## src/shared/thr_map.svh

```systemverilog
// Purpose: Register offsets, field positions, reset values, timing counts
// Assumes: 40 MHz command clock, APB byte addressing
// Notes: Definitions only
`ifndef THR_MAP_SVH
`define THR_MAP_SVH

`define THR_OFF_CTRL_LOW 8'h00
`define THR_OFF_CTRL_HIGH 8'h04
`define THR_OFF_THRESH 8'h08
`define THR_OFF_STATUS 8'h0c

// thermal_ctrl_low fields
`define THR_GSW_LSB 0
`define THR_GSW_MSB 7
`define THR_TTM_LSB 8
`define THR_TTM_MSB 13
`define THR_WSEL_LSB 28
`define THR_WSEL_MSB 29
`define THR_EN_BIT 31
// thermal_ctrl_high fields
`define THR_TAM_LSB 0
`define THR_TAM_MSB 15
`define THR_TMW_LSB 16
`define THR_TMW_MSB 31

`define THR_RST_CTRL_LOW 32'h0000_0000
`define THR_RST_CTRL_HIGH 32'h0000_0000
`define THR_RST_THRESH 32'hffff_ffff

// Command weight fixed; activate weight is base plus select field
`define THR_CMD_WEIGHT 3'h2
`define THR_ACT_WEIGHT_BASE 3'h2

// Sampling window step, in its own unit, and the clock rate
`define THR_STEP_NS 4000000
`define THR_CLK_MHZ 40
`define THR_STEP_CYCLES (`THR_STEP_NS * `THR_CLK_MHZ / 1000)

`endif

```

## src/shared/thr_pkg.sv

```systemverilog
// Purpose: Types shared by the thermal throttle design
// Assumes: Nothing beyond the map header
// Notes: Configuration travels as one packed struct
package thr_pkg;

  typedef struct packed {
    logic en;
    logic [7:0] gsw;
    logic [5:0] ttm;
    logic [1:0] wsel;
    logic [15:0] throttle_activity_max;
    logic [15:0] throttle_monitor_window;
    logic [31:0] global_activity_threshold;
  } cfg_t;

  typedef enum logic [1:0] {
    ST_IDLE = 2'b00,
    ST_SAMPLE = 2'b01,
    ST_THROTTLE = 2'b10
  } state_t;

endpackage

```

## src/hw/activity_accum.sv

```systemverilog
// Purpose: Saturating weighted activity counter for one memory module
// Assumes: Activate and command strobes are same-clock pulses
// Notes: Clear reloads with this cycle's weight so no event is lost
`timescale 1ns/1ps
`default_nettype none
module activity_accum #(
  parameter int CW = 32
) (
  input wire logic clk,
  input wire logic rst,
  input wire logic clr,
  input wire logic act,
  input wire logic cmd,
  input wire logic [2:0] act_w,
  input wire logic [2:0] cmd_w,
  output logic [CW-1:0] count
);
  logic [CW-1:0] count_q;
  logic [CW:0] sum_d;
  logic [CW-1:0] inc;

  always_comb begin
    inc = '0;
    if (act) begin
      inc = inc + CW'(act_w);
    end
    if (cmd) begin
      inc = inc + CW'(cmd_w);
    end
    sum_d = {1'b0, (clr ? {CW{1'b0}} : count_q)} + {1'b0, inc};
  end

  // Saturate: a wrapped count would hide a hot module
  always_ff @(posedge clk) begin
    if (rst) begin
      count_q <= '0;
    end else if (sum_d[CW]) begin
      count_q <= '1;
    end else begin
      count_q <= sum_d[CW-1:0];
    end
  end

  assign count = count_q;
endmodule
`default_nettype wire

```

## src/hw/window_timer.sv

```systemverilog
// Purpose: Global sampling window timer in 4 ms steps
// Assumes: Step length given in command clock cycles
// Notes: Length zero gives no window end at all
`timescale 1ns/1ps
`default_nettype none
module window_timer #(
  parameter int STEP_CYCLES = 160000
) (
  input wire logic clk,
  input wire logic rst,
  input wire logic run,
  input wire logic [7:0] steps,
  output logic win_end
);
  logic [31:0] div_q;
  logic [7:0] step_q;
  logic tick;
  logic win_end_q;

  assign tick = run && (div_q == 32'(STEP_CYCLES - 1));

  // Step divider, one-cycle tick per step
  always_ff @(posedge clk) begin
    if (rst || !run || tick) begin
      div_q <= '0;
    end else begin
      div_q <= div_q + 32'h1;
    end
  end

  always_ff @(posedge clk) begin
    if (rst || !run) begin
      step_q <= '0;
      win_end_q <= 1'b0;
    end else if (tick && steps != 8'h00) begin
      win_end_q <= (step_q == steps - 8'h01);
      step_q <= (step_q == steps - 8'h01) ? 8'h00 : step_q + 8'h01;
    end else begin
      win_end_q <= 1'b0;
    end
  end

  assign win_end = win_end_q;
endmodule
`default_nettype wire

```

## src/hw/dram_thermal_throttle.sv

```systemverilog
// Purpose: Thermal throttling of DRAM traffic per memory module activity
// Assumes: Scheduler on MCLK, one activate/command strobe per module
// Notes: Registers over APB with one wait state per access
`timescale 1ns/1ps
`default_nettype none
`include "thr_map.svh"

// Notes on behaviour
// - Weighted activate and command count per module
// - Activate weight select at low control 29:28
// - Activate plus read costs five at 3:2
// - Threshold compared with one window's weighted count
// - Sampling window counted in command clock cycles
// - Window in 4 ms steps; zero disables
// - No restriction while only sampling
// - Throttle lasts multiple times window length
// - Cap each module per monitor window
// - Any module over cap stops all traffic
// - Any module over threshold engages throttling
// - Rearm detection when throttle time expires
module dram_thermal_throttle
  import thr_pkg::*;
#(
  parameter int NMOD = 4,
  parameter int CW = 32,
  parameter int STEP_CYCLES = `THR_STEP_CYCLES
) (
  input wire logic MCLK,
  input wire logic SYS_RST,
  input wire logic PSEL,
  input wire logic PENABLE,
  input wire logic PWRITE,
  input wire logic [7:0] PADDR,
  input wire logic [31:0] PWDATA,
  input wire logic [3:0] PSTRB,
  output logic [31:0] PRDATA,
  output logic PREADY,
  output logic PSLVERR,
  input wire logic [NMOD-1:0] ACT_ISSUED,
  input wire logic [NMOD-1:0] CMD_ISSUED,
  output logic TRAFFIC_STOP,
  output logic THROTTLE_ACTIVE
);

  ////////////////////////////////////////////////////////////////////////////
  // Register state

  logic [31:0] ctrl_low_q;
  logic [31:0] ctrl_high_q;
  logic [31:0] thresh_q;
  cfg_t cfg;
  state_t state_q;
  logic [5:0] remain_q;
  logic [15:0] trips_q;
  logic [15:0] mw_q;
  logic stop_q;
  logic [31:0] prdata_q;
  logic pready_q;
  logic pslverr_q;

  always_comb begin
    cfg.en = ctrl_low_q[`THR_EN_BIT];
    cfg.gsw = ctrl_low_q[`THR_GSW_MSB:`THR_GSW_LSB];
    cfg.ttm = ctrl_low_q[`THR_TTM_MSB:`THR_TTM_LSB];
    cfg.wsel = ctrl_low_q[`THR_WSEL_MSB:`THR_WSEL_LSB];
    cfg.throttle_activity_max = ctrl_high_q[`THR_TAM_MSB:`THR_TAM_LSB];
    cfg.throttle_monitor_window = ctrl_high_q[`THR_TMW_MSB:`THR_TMW_LSB];
    cfg.global_activity_threshold = thresh_q;
  end

  ////////////////////////////////////////////////////////////////////////////
  // APB slave

  logic acc;
  logic wr_go;
  logic mapped;
  logic [31:0] rd_mux;
  logic [31:0] bmask;

  assign acc = PSEL && PENABLE;
  // Write lands only on the edge where the master sees pready high
  assign wr_go = acc && pready_q && PWRITE && !pslverr_q;

  always_comb begin
    mapped = 1'b1;
    rd_mux = 32'h0000_0000;
    case (PADDR)
      `THR_OFF_CTRL_LOW: rd_mux = ctrl_low_q;
      `THR_OFF_CTRL_HIGH: rd_mux = ctrl_high_q;
      `THR_OFF_THRESH: rd_mux = thresh_q;
      `THR_OFF_STATUS: rd_mux = {trips_q, 2'b00, remain_q,
                                 5'b00000, stop_q, state_q};
      default: mapped = 1'b0;
    endcase
  end

  always_comb begin
    for (int i = 0; i < 4; i++) begin
      bmask[i*8 +: 8] = {8{PSTRB[i]}};
    end
  end

  // One wait state, so the answer comes from flip-flops
  always_ff @(posedge MCLK) begin
    if (SYS_RST) begin
      pready_q <= 1'b0;
      pslverr_q <= 1'b0;
      prdata_q <= 32'h0000_0000;
    end else if (acc && !pready_q) begin
      pready_q <= 1'b1;
      pslverr_q <= !mapped || (PWRITE && PADDR == `THR_OFF_STATUS);
      prdata_q <= (PWRITE || !mapped) ? 32'h0000_0000 : rd_mux;
    end else begin
      pready_q <= 1'b0;
      pslverr_q <= 1'b0;
    end
  end

  // Fields may change live; firmware sets them before enabling
  always_ff @(posedge MCLK) begin
    if (SYS_RST) begin
      ctrl_low_q <= `THR_RST_CTRL_LOW;
      ctrl_high_q <= `THR_RST_CTRL_HIGH;
      thresh_q <= `THR_RST_THRESH;
    end else if (wr_go) begin
      case (PADDR)
        `THR_OFF_CTRL_LOW: begin
          ctrl_low_q <= (ctrl_low_q & ~bmask) | (PWDATA & bmask);
        end
        `THR_OFF_CTRL_HIGH: begin
          ctrl_high_q <= (ctrl_high_q & ~bmask) | (PWDATA & bmask);
        end
        `THR_OFF_THRESH: begin
          thresh_q <= (thresh_q & ~bmask) | (PWDATA & bmask);
        end
        default: begin
          ctrl_low_q <= ctrl_low_q;
        end
      endcase
    end
  end

  assign PRDATA = prdata_q;
  assign PREADY = pready_q;
  assign PSLVERR = pslverr_q;

  ////////////////////////////////////////////////////////////////////////////
  // Weights and sampling window

  logic [2:0] act_w;
  logic [2:0] cmd_w;
  logic run;
  logic win_end;

  // Select 01 gives 3:2, so activate plus read costs five
  assign act_w = `THR_ACT_WEIGHT_BASE + {1'b0, cfg.wsel};
  assign cmd_w = `THR_CMD_WEIGHT;
  assign run = cfg.en && cfg.gsw != 8'h00;

  window_timer #(
    .STEP_CYCLES(STEP_CYCLES)
  ) u_timer (
    .clk(MCLK),
    .rst(SYS_RST),
    .run(run),
    .steps(cfg.gsw),
    .win_end(win_end)
  );

  ////////////////////////////////////////////////////////////////////////////
  // Per-module counters

  logic [NMOD-1:0] over_gat;
  logic [NMOD-1:0] over_tam;
  logic mw_end;
  logic throttling;
  logic samp_clr;
  logic mon_clr;

  assign throttling = state_q == ST_THROTTLE;
  assign samp_clr = win_end || !run;
  assign mon_clr = mw_end || !throttling;

  genvar g;
  generate
    for (g = 0; g < NMOD; g++) begin : g_mod
      logic [CW-1:0] samp_cnt;
      logic [CW-1:0] mon_cnt;

      activity_accum #(
        .CW(CW)
      ) u_samp (
        .clk(MCLK),
        .rst(SYS_RST),
        .clr(samp_clr),
        .act(ACT_ISSUED[g]),
        .cmd(CMD_ISSUED[g]),
        .act_w(act_w),
        .cmd_w(cmd_w),
        .count(samp_cnt)
      );

      activity_accum #(
        .CW(CW)
      ) u_mon (
        .clk(MCLK),
        .rst(SYS_RST),
        .clr(mon_clr),
        .act(ACT_ISSUED[g]),
        .cmd(CMD_ISSUED[g]),
        .act_w(act_w),
        .cmd_w(cmd_w),
        .count(mon_cnt)
      );

      assign over_gat[g] = CW'(cfg.global_activity_threshold) < samp_cnt;
      assign over_tam[g] = CW'(cfg.throttle_activity_max) < mon_cnt;
    end
  endgenerate

  ////////////////////////////////////////////////////////////////////////////
  // Throttle state

  logic trip;

  // Count is judged on the window-end edge, before it is cleared
  assign trip = win_end && (|over_gat) && cfg.ttm != 6'h00;

  always_ff @(posedge MCLK) begin
    if (SYS_RST) begin
      state_q <= ST_IDLE;
      remain_q <= 6'h00;
    end else begin
      case (state_q)
        ST_IDLE: begin
          if (run) begin
            state_q <= ST_SAMPLE;
          end
        end
        ST_SAMPLE: begin
          if (!run) begin
            state_q <= ST_IDLE;
          end else if (trip) begin
            state_q <= ST_THROTTLE;
            remain_q <= cfg.ttm;
          end
        end
        ST_THROTTLE: begin
          if (!run) begin
            state_q <= ST_IDLE;
            remain_q <= 6'h00;
          end else if (win_end) begin
            remain_q <= remain_q - 6'h01;
            if (remain_q == 6'h01) begin
              state_q <= ST_SAMPLE;
            end
          end
        end
        default: begin
          state_q <= ST_IDLE;
          remain_q <= 6'h00;
        end
      endcase
    end
  end

  always_ff @(posedge MCLK) begin
    if (SYS_RST) begin
      trips_q <= 16'h0000;
    end else if (trip && state_q == ST_SAMPLE && trips_q != 16'hffff) begin
      trips_q <= trips_q + 16'h0001;
    end
  end

  ////////////////////////////////////////////////////////////////////////////
  // Monitor window and traffic stop

  logic [15:0] mw_last;

  // Length zero is taken as one cycle so the window always ends
  assign mw_last = (cfg.throttle_monitor_window == 16'h0000) ? 16'h0000 : cfg.throttle_monitor_window - 16'h0001;
  assign mw_end = throttling && mw_q == mw_last;

  always_ff @(posedge MCLK) begin
    if (SYS_RST || !throttling || mw_end) begin
      mw_q <= 16'h0000;
    end else begin
      mw_q <= mw_q + 16'h0001;
    end
  end

  // Stop lags the offending count by one edge; scheduler sees it late
  always_ff @(posedge MCLK) begin
    if (SYS_RST || !throttling) begin
      stop_q <= 1'b0;
    end else if (mw_end) begin
      stop_q <= 1'b0;
    end else if (|over_tam) begin
      stop_q <= 1'b1;
    end
  end

  logic active_q;

  always_ff @(posedge MCLK) begin
    if (SYS_RST) begin
      active_q <= 1'b0;
    end else begin
      active_q <= throttling;
    end
  end

  assign TRAFFIC_STOP = stop_q;
  assign THROTTLE_ACTIVE = active_q;

endmodule
`default_nettype wire

```

## config.mk

```make
export PLATFORM = sky130hd
export DESIGN_NAME = dram_thermal_throttle
export DESIGN_NICKNAME = d
export VERILOG_FILES = /design/src/shared/thr_pkg.sv /design/src/hw/activity_accum.sv /design/src/hw/window_timer.sv /design/src/hw/dram_thermal_throttle.sv
export VERILOG_INCLUDE_DIRS = /design/src /design/src/shared
export SDC_FILE = /design/constraint.sdc
export NUM_CORES = 1
export LEC_CHECK = 0
export BUFFER_PORTS_ARGS = -buffer_cell sky130_fd_sc_hd__buf_2
export CELL_PAD_IN_SITES_DETAIL_PLACEMENT = 1
export CELL_PAD_IN_SITES_GLOBAL_PLACEMENT = 1
export CORE_AREA = 10 10 336 257
export DETAILED_ROUTE_END_ITERATION = 8
export DIE_AREA = 0 0 346 267
export PLACE_DENSITY_LB_ADDON = 0.1
export SYNTH_ARGS = -nofsm -noshare
export SYNTH_HDL_FRONTEND = slang
export SYNTH_SLANG_ARGS = --single-unit
export TNS_END_PERCENT = 1
```

## constraint.sdc

```tcl
create_clock -name MCLK -period 15.15 [get_ports MCLK]
set_clock_uncertainty 0.15 [all_clocks]
set_input_delay 2.2725 -clock MCLK [delete_from_list [all_inputs] [get_ports MCLK]]
set_output_delay 2.2725 -clock MCLK [all_outputs]
set_load 0.1 [all_outputs]
```

## Word-level counts from Yosys, hierarchy flattened

Index checks and enable logic that the tools add are counted.

| storage, ports and cells | value |
|---|---|
| bits in latches | 0 |
| RAM bits | 0 |
| memories | 0 |
| bits of input ports | 57 |
| output and inout bits | 36 |
| ROM bits | 0 |
| register bits after elaboration | 469 |

| cells by class | value |
|---|---|
| bitwise operators | 11 |
| mux-type cells | 42 |
| $mul | 0 |
| order comparisons | 8 |
| shift-type cells | 0 |
| reduce and logical (&&, ||, !) cells | 43 |
| equality and inequality tests | 16 |
| $add $sub $neg | 20 |
| divide/modulo/power cells | 0 |

Operator list:

| kind | count |
|---|---|
| $mux W32 | 21 |
| $add A32 B32 Y33 | 8 |
| $and A32 B32 Y32 | 4 |
| $lt A16 B32 Y1 | 4 |
| $lt A32 B32 Y1 | 4 |
| $pmux W32 S4 | 1 |
| $or A32 B32 Y32 | 3 |
| $add A16 B1 Y16 const B | 2 |
| $add A32 B1 Y32 const B | 1 |
| $add A32 B2 Y32 const B | 1 |
| $eq A32 B18 Y1 const B | 1 |
| $not A32 Y32 | 1 |
| $mux W6 | 4 |
| $pmux W6 S3 | 1 |
| $eq A16 B16 Y1 | 1 |
| $eq A8 B4 Y1 const B | 2 |
| $logic_not A16 Y1 | 1 |
| $mux W16 | 1 |
| $ne A16 B16 Y1 const B | 1 |
| $sub A16 B1 Y16 const B | 1 |
| $logic_and A1 B1 Y1 | 14 |
| $add A3 B2 Y4 const B | 3 |
| $mux W2 | 6 |
| $mux W3 | 4 |
| other kinds (26) | 50 |

## Depth between registers and ports, before layout

Gate-level depths: netlist of run 1.

| logic depth | value |
|---|---|
| depth in word-level cells | 8 |
| mapped depth | 25 |

## Modules after synthesis

A second synthesis of run 1 with hierarchy kept.

| unflattened totals | value |
|---|---|
| cell total of the unflattened synthesis | 3805 |
| area total of the unflattened synthesis | 31630.3 µm² |

Modules (own cells, without submodules):

| module | times used | area each (µm²) | seq. area each (µm²) | cells an instance |
|---|---|---|---|---|
| activity_accum | 8 | 2038.2 | 640.6 | 244 |
| dram_thermal_throttle | 1 | 13130.1 | 3443.3 | 1602 |
| window_timer | 1 | 2194.6 | 820.8 | 251 |

## Worst setup path before layout of run 1

Ideal clock, no wire load.

| timing | value |
|---|---|
| path kind | input to register |
| start point | in ACT_ISSUED[0] |
| end point | reg g_mod[0].u_samp.count_q[31] |
| data arrival time | 5.300 ns |
| data required time | 14.940 ns |
| setup slack | 9.640 ns |
| cell stages on the path | 14 |
| path through | and2_1 -> ha_1 -> mux2_2 -> ha_1 -> a21o_1 -> a21oi_1 -> nor3_1 -> nand4_1 -> nor3_1 -> nor3b_1 -> nand3_1 -> clkbuf_1 -> nand3_1 -> o2111a_1 |

| on the way | value |
|---|---|
| longest elaborated chain between the ends | 5 |

RTL lines:

| item | RTL line | source |
|---|---|---|
| from (decl) | dram_thermal_throttle.sv:39 | `input wire logic [NMOD-1:0] ACT_ISSUED,` |
| $mux W3 (*) | activity_accum.sv:24 | `if (act) begin` |
| $add A3 B2 Y4 | activity_accum.sv:28 | `inc = inc + CW'(cmd_w);` |
| $mux W32 (*) | activity_accum.sv:27 | `if (cmd) begin` |
| $add A32 B32 Y33 (*) | activity_accum.sv:30 | `sum_d = {1'b0, (clr ? {CW{1'b0}} : count_q)} + {1'b0, inc};` |
| $mux W32 (*) | activity_accum.sv:37 | `end else if (sum_d[CW]) begin` |
| to (signal assigned) | activity_accum.sv:40 | `count_q <= sum_d[CW-1:0];` |
| to (decl) | activity_accum.sv:18 | `logic [CW-1:0] count_q;` |

Every way passes the cells marked *; elsewhere a longest branch is shown, timed or not.
A chain may end at the register's enable or synchronous reset.

==> flow_summary.toml, run 1 <==
[clock_tree]
cts_resized = 0
cts.path.max_buffers = 3
clk_pin_slew_ns = 0.06
clk_latency_ns = 0.62
cts_made_buffers = 54
postCtsHoldBufs = 0
htree_levels = 2
post_cts_buffers = 0
cts_tree = "yes"
cts.sinks = 469
clock_tree.root_cell = "clkbuf_16"

[final_layout]
nNetsFinal = 3688
fin_cells = 4493
layout_commonest_cell = "dfxtp_1"
multi_input_area_um2 = 16900
regArea_um2 = 9390
drive_above_1_share_pct = 7.98
nFillCells = 9436
area_delta_synth_final_pct = 11.8
layout_common_cells = "dfxtp_1, nand2_1, a21oi_1"

[logic_synthesis]
synthesis.area_um2 = 27700
ys.flop_type = "dfxtp_1"
ys_async_sr_fraction_pct = 0
synth_edf_count = 0
ys.warnings.count = 0
synth_cells = 3357
synth_nets = 3655
synth.ff_latch_count = 469
postSynthAreaPerCell_um2 = 8.25
synthDistinctLibCells = 85
yosysSeqAreaShare_pct = 33.9

[power_and_ir_drop]
p_switching_w = 0.000622
internal-power_w = 0.00207
p_leak_nw = 11.0
p_comb_share_pct = 3.2
power.density_nw_per_um2 = 87.0
p_sw_share_pct = 23.1
p_seq_share_pct = 46.0
clkPwrFrac_pct = 50.8
max-vdd-ir-drop_uv = 75.7

[flow_run]
maxCapViolations = 0

[floorplan]
die_w_um = 346
core_um2 = 79700
dieHeight_um = 267
initial_core_util_pct = 34.7
die_area_um2 = 92400
core.rowCount = 90
io_pins = 93

[min_path]
min_path_type = "flop to flop"

[detailed_routing]
wl_per_cell_um = 21.2
drtPass1Iterations = 5
routed_via_density = 5.46
vias = 24527
drtAntennaViolNets = 0
drc = 0
drtIter0Drc = 1326
postRouteWirelength_um = 95100

[placement]
dp.cells = 4392
dpl.hpwl_um = 71900
finalWeightedCongestion = 0.843
portBuffers = 92

[timing]
period_share_pct = 41.2
tns_ns = 0
relSlewSlack_pct = 17.2
hold_viol = 0
fmaxAchievable_ghz = 0.160
drv_slew = 0
setup_viol = 0
min_period_ns = 6.24
rsz0062_at_grt = "false"
worst_slew_pin_slew_ns = 1.23

[worst_setup_path]
crit_required_ns = 15.55
crit_path_end_kind = "flop"
crit_fanout = 36
cp-start-kind = "flop"
arrival_ns = 6.64
crit_type = "flop to flop"

[status]
outcome = "complete, no violations"

[grt]
grt_max_degree = 92
grt_pass1_vias = 25288
grt_pass1_wl_um = 149000
track_usage_pct = 20.1
antenna_found_initial = 7
grt_overflow = 0
==> cells in the mapped netlist, drive strengths merged (11+ instances only) <==
cell type | instances | area share [%]
a22oi | 37 | 1.0
nor4 | 54 | 1.4
mux4 | 25 | 2.0
and2 | 48 | 1.1
nand3 | 179 | 3.2
o21a | 11 | 0.30
a21oi | 333 | 6.0
nand2b | 16 | 0.36
xnor2 | 204 | 6.5
or4 | 20 | 0.57
or3 | 16 | 0.36
clkbuf | 118 | 1.6
nor2 | 261 | 3.5
mux2i | 48 | 1.7
inv | 225 | 3.1
and3 | 58 | 1.3
ha | 233 | 11
o21ai | 72 | 1.3
nand2 | 372 | 5.0
a21o | 51 | 1.4
a211oi | 18 | 0.51
nor2b | 25 | 0.57
nor3 | 96 | 1.8
o211ai | 17 | 0.50
and4 | 18 | 0.57
buf | 29 | 0.63
xor2 | 83 | 2.6
dfxtp | 469 | 34
nand4 | 79 | 1.8
==> stage by stage <==
stage	setup WS (ns)	area, µm²	utilization, %	hold slack (ns)	power [W]
2_1_floorplan	9.64	27700	-	0.299	0.00132
3_3_place_gp	8.72	29100	36.5	0.320	0.00135
3_5_place_dp	8.67	29100	36.5	0.344	0.00135
4_1_cts	8.90	30900	38.8	0.360	0.00273
5_1_grt	8.26	30900	38.8	0.388	0.00279
6_report	8.91	30900	38.8	0.361	0.00269
==> metal layers <==
| metal | vias to the layer above | part of all wire [%] | global-route usage (%) |
|---|---|---|---|
| met4 | 4 | 1.7 | 4.20 |
| met1 | 12188 | 51 | 29.0 |
| met2 | 381 | 43 | 31.6 |
| met5 | - | 0.021 | 0 |
| li1 | 11848 | - | - |
| met3 | 106 | 4.3 | 2.68 |
==> power by group through the flow <==
stage               Combinational [W]  Sequential (W)  Clock, W
CTS                         0.0000858         0.00124   0.00140
global route                0.0000931         0.00124   0.00146
global placement            0.0000840         0.00127         0
finish                      0.0000852         0.00124   0.00137
floorplan                   0.0000493         0.00127         0
detailed placement          0.0000854         0.00127         0
==> worst max-delay path, stage by stage (launching register included) <==
cell and delay, ns:
dfxtp_1 0.43, nor4_1 0.37, buf_4 0.24, nand4_2 0.26, nor3_4 0.45, a2bb2oi_1 0.22
a21oi_1 0.07, and4_1 0.31, a21boi_4 0.14, buf_4 0.38, and2_1 0.21, ha_1 0.20
fa_1 0.24, a21o_1 0.14, a21oi_1 0.13, nor4_1 0.76, nand3_1 0.30, or2_2 0.57
inv_1 0.11, nand2_1 0.19, a31oi_1 0.23
==> path summary, 6_finish.rpt <==
kind                            slack, ns  cells after the start                  endpoint  from
worst max-delay path                 8.91                     20  g_mod[1].u_mon.count[22]  flop
worst min-delay path                 0.36                      2                      flop  flop
worst max register to register       8.91                     20  g_mod[1].u_mon.count[22]  flop
worst min register to register       0.36                      2                      flop  flop
==> cells by family after synthesis <==
logic type | count (synthesis) | share of synthesized area, %
DFF | 469 | 33.9
adders and majority gates | 241 | 11.1
AOI/OAI and AO/OA | 633 | 13.9
and+or+nand+nor | 1270 | 22.4
muxes | 83 | 4.19
xor gates and xnor gates | 288 | 9.17
buffers and inverters | 373 | 5.29
==> cell type report <==
class | instances | share of cell area, %
Multi-Input combinational cell | 2515 | 54.5
Sequential cell | 469 | 30.3
Clock buffer | 80 | 5.13
Tap cell | 1058 | 4.28
Inverter | 226 | 2.74
Timing Repair Buffer | 124 | 2.30
Clock inverter | 18 | 0.732
Antenna cell | 3 | 0.0243
Note: power is estimated with default switching activity, not from simulation.
==> inputs of run 2 (changes only) <==
--- a/config.mk
+++ b/config.mk
@@ -6,12 +6,13 @@
 export SDC_FILE = /design/constraint.sdc
 export NUM_CORES = 1
 export LEC_CHECK = 0
+export ABC_AREA = 1
 export BUFFER_PORTS_ARGS = -buffer_cell sky130_fd_sc_hd__buf_2
 export CELL_PAD_IN_SITES_DETAIL_PLACEMENT = 1
 export CELL_PAD_IN_SITES_GLOBAL_PLACEMENT = 1
-export CORE_AREA = 10 10 336 257
+export CORE_AREA = 10 10 361 275
 export DETAILED_ROUTE_END_ITERATION = 8
-export DIE_AREA = 0 0 346 267
+export DIE_AREA = 0 0 371 285
 export PLACE_DENSITY_LB_ADDON = 0.1
 export SYNTH_ARGS = -nofsm -noshare
 export SYNTH_HDL_FRONTEND = slang
==> constraint.sdc (replaced) <==
create_clock -name MCLK -period 5 [get_ports MCLK]
set_clock_uncertainty 0.15 [all_clocks]
set_input_delay 0.75 -clock MCLK [delete_from_list [all_inputs] [get_ports MCLK]]
set_output_delay 0.75 -clock MCLK [all_outputs]
set_load 0.1 [all_outputs]
==> flow_summary.toml, run 2 <==
[status]
outcome = "complete, no violations"

[clock_tree]
clk_pin_slew_ns = 0.06
cts.path.max_buffers = 3
clk_latency_ns = 0.66
cts_tree = "yes"
clock_tree.root_cell = "clkbuf_16"
cts.sinks = 469
htree_levels = 2
post_cts_buffers = 0
cts_made_buffers = 58

[final_layout]
antenna_cells = 0
fin_cells = 6187
final_util_pct = 38.8
layout_common_cells = "nand2_1, inv_1, nor2_1"
area_delta_synth_final_pct = 12.1
nNetsFinal = 5202
regArea_um2 = 9390
layout_commonest_cell = "nand2_1"
drive_above_1_share_pct = 8.38
multi_input_area_um2 = 19100
nFillCells = 11974

[power_and_ir_drop]
p_total_w = 0.00920
p_leak_nw = 14.4
power.density_nw_per_um2 = 256
max-vdd-ir-drop_uv = 292

[detailed_routing]
postRouteWirelength_um = 120000
wl_per_cell_um = 19.4
drtAntennaViolNets = 0
routed_via_density = 5.13
drtPass1Iterations = 5
drc = 0
drtIter0Drc = 1993
vias = 31713

[grt]
antenna_found_initial = 5
grt_pass1_vias = 31428
grt_max_degree = 140
grt_pass1_wl_um = 188000
track_usage_pct = 22.2
grt_overflow = 0

[floorplan]
die_area_um2 = 106000
core_um2 = 92500
core.rowCount = 97
io_pins = 93
dieHeight_um = 285
die_w_um = 371
initial_core_util_pct = 34.6

[min_path]
min_path_type = "primary input to flop"
hold_depth = 3

[timing]
period_share_pct = 92.3
fmaxAchievable_ghz = 0.217
min_period_ns = 4.61
worst_slew_pin_slew_ns = 0.999
timing.hold.ws_ns = 0.211
relSlewSlack_pct = 33.1
drv_slew = 0
fin_ws_ns = 0.387
setup_viol = 0
hold_viol = 0
rsz0062_at_grt = "true"

[logic_synthesis]
synth_cells = 4839
ys.flop_type = "dfxtp_1"
synth_top_cell_by_area = "dfxtp_1"
postSynthAreaPerCell_um2 = 6.62
yosysTopAreaCellShare_pct = 29.3
yosys-top-cells-count = "nand2_1, inv_1, nor2_1, dfxtp_1, a21oi_1"
synth_edf_count = 0
synthesis.area_um2 = 32000
yosysSeqAreaShare_pct = 29.3
ys.warnings.count = 0
synthDistinctLibCells = 62
synth_most_common_cell = "nand2_1"
synth.ff_latch_count = 469
synth.area.top_cells = "dfxtp_1, nand2_1, ha_1"
ys_async_sr_fraction_pct = 0
synth_nets = 5137

[placement]
dp_slack_ns = 0.220
finalWeightedCongestion = 0.845
dp.cells = 6081
portBuffers = 92
dpl.hpwl_um = 93100

[flow_run]
maxCapViolations = 0

[worst_setup_path]
cp_slowest_cell = "ha_1"
cp-start-kind = "flop"
arrival_ns = 5.00
max_stage_delay_ns = 0.38
crit_path_end_kind = "flop"
worstRegToRegCells = 28
crit_type = "flop to flop"
crit_required_ns = 5.38
crit_top_cell = "nand2_1"
crit_fanout = 27
==> run 2: cell types whose count changed after synthesis, sizes merged, moves of 55 or more <==
cell / previous run / this run
nand4: 79 / 165
nand3: 179 / 326
a21oi: 333 / 388
inv: 225 / 758
xnor2: 204 / 56
nand2: 372 / 1030
and3: 58 / 2
o21ai: 72 / 188
nor2: 261 / 664
==> run 2: per-stage QoR <==
| stage | TNS [ns] | instance area, µm² |
|---|---|---|
| 5_1_grt | -0.0633 | 35900 |
| 6_report | 0 | 35900 |
| 2_1_floorplan | 0 | 32000 |
| 4_1_cts | 0 | 35900 |
| 3_3_place_gp | 0 | 33800 |
| 3_5_place_dp | 0 | 33800 |
==> run 2: worst paths after layout <==
| kind | from | end | slack, ns |
|---|---|---|---|
| worst max-delay path | flop | g_mod[0].u_mon.count[31] | 0.39 |
| worst min-delay path | PWDATA[18] | flop | 0.21 |
| worst max register to register | flop | g_mod[0].u_mon.count[31] | 0.39 |
| worst min register to register | u_timer.div_q[0] | u_timer.div_q[0] | 0.29 |
==> run 2: critical path: cells and delay by family (launching register included) <==
kind                       cells  cell delay (ns)
and+or+nand+nor               19             2.69
DFF                            1             0.32
buffers and inverters          5             0.44
AOI/OAI and AO/OA              2             0.21
adders and majority gates      2             0.64
==> run 2: per-layer routing <==
metal	vias to the layer above	part of all wire [%]	GRT usage, %
met5	-	0.011	0
met4	2	1.2	3.27
met3	104	5.8	3.12
met2	590	39	31.1
met1	15137	54	35.5
li1	15880	-	-
==> run 2: repair_timing <==
item / in CTS / in global routing
hold buffers: 0 / 0
setup endpoints to repair: 0 / 88
gates resized for setup: 0 / 7
==> run 2: kinds of logic (layout without fill, tap and decap cells) <==
kind of cell               count (synthesis)  count (layout)  share of synthesized area, %
DFF                                      469             469                          29.3
and+or+nand+nor                         2382            2382                          33.8
AOI/OAI and AO/OA                        695             695                          11.9
adders and majority gates                241             241                          9.60
buffers and inverters                    905            1016                          11.4
xor gates and xnor gates                 147             147                          4.02
==> run 2: report_power, final <==
group / switching (W) / total (W) / internal (W)
clock: 0.00186 / 0.00473 / 0.00287
sequential: 0.0000238 / 0.00379 / 0.00377
combinational: 0.000509 / 0.000681 / 0.000172
==> run 2: final cells by class <==
cell class	count	area share [%]
inverters	760	7.96
clock inverters	23	1.04
clock buffers	83	4.75
multi-input cells	3465	53.1
flip-flops and latches	469	26.2
repair buffers	150	2.67
well taps	1237	4.31
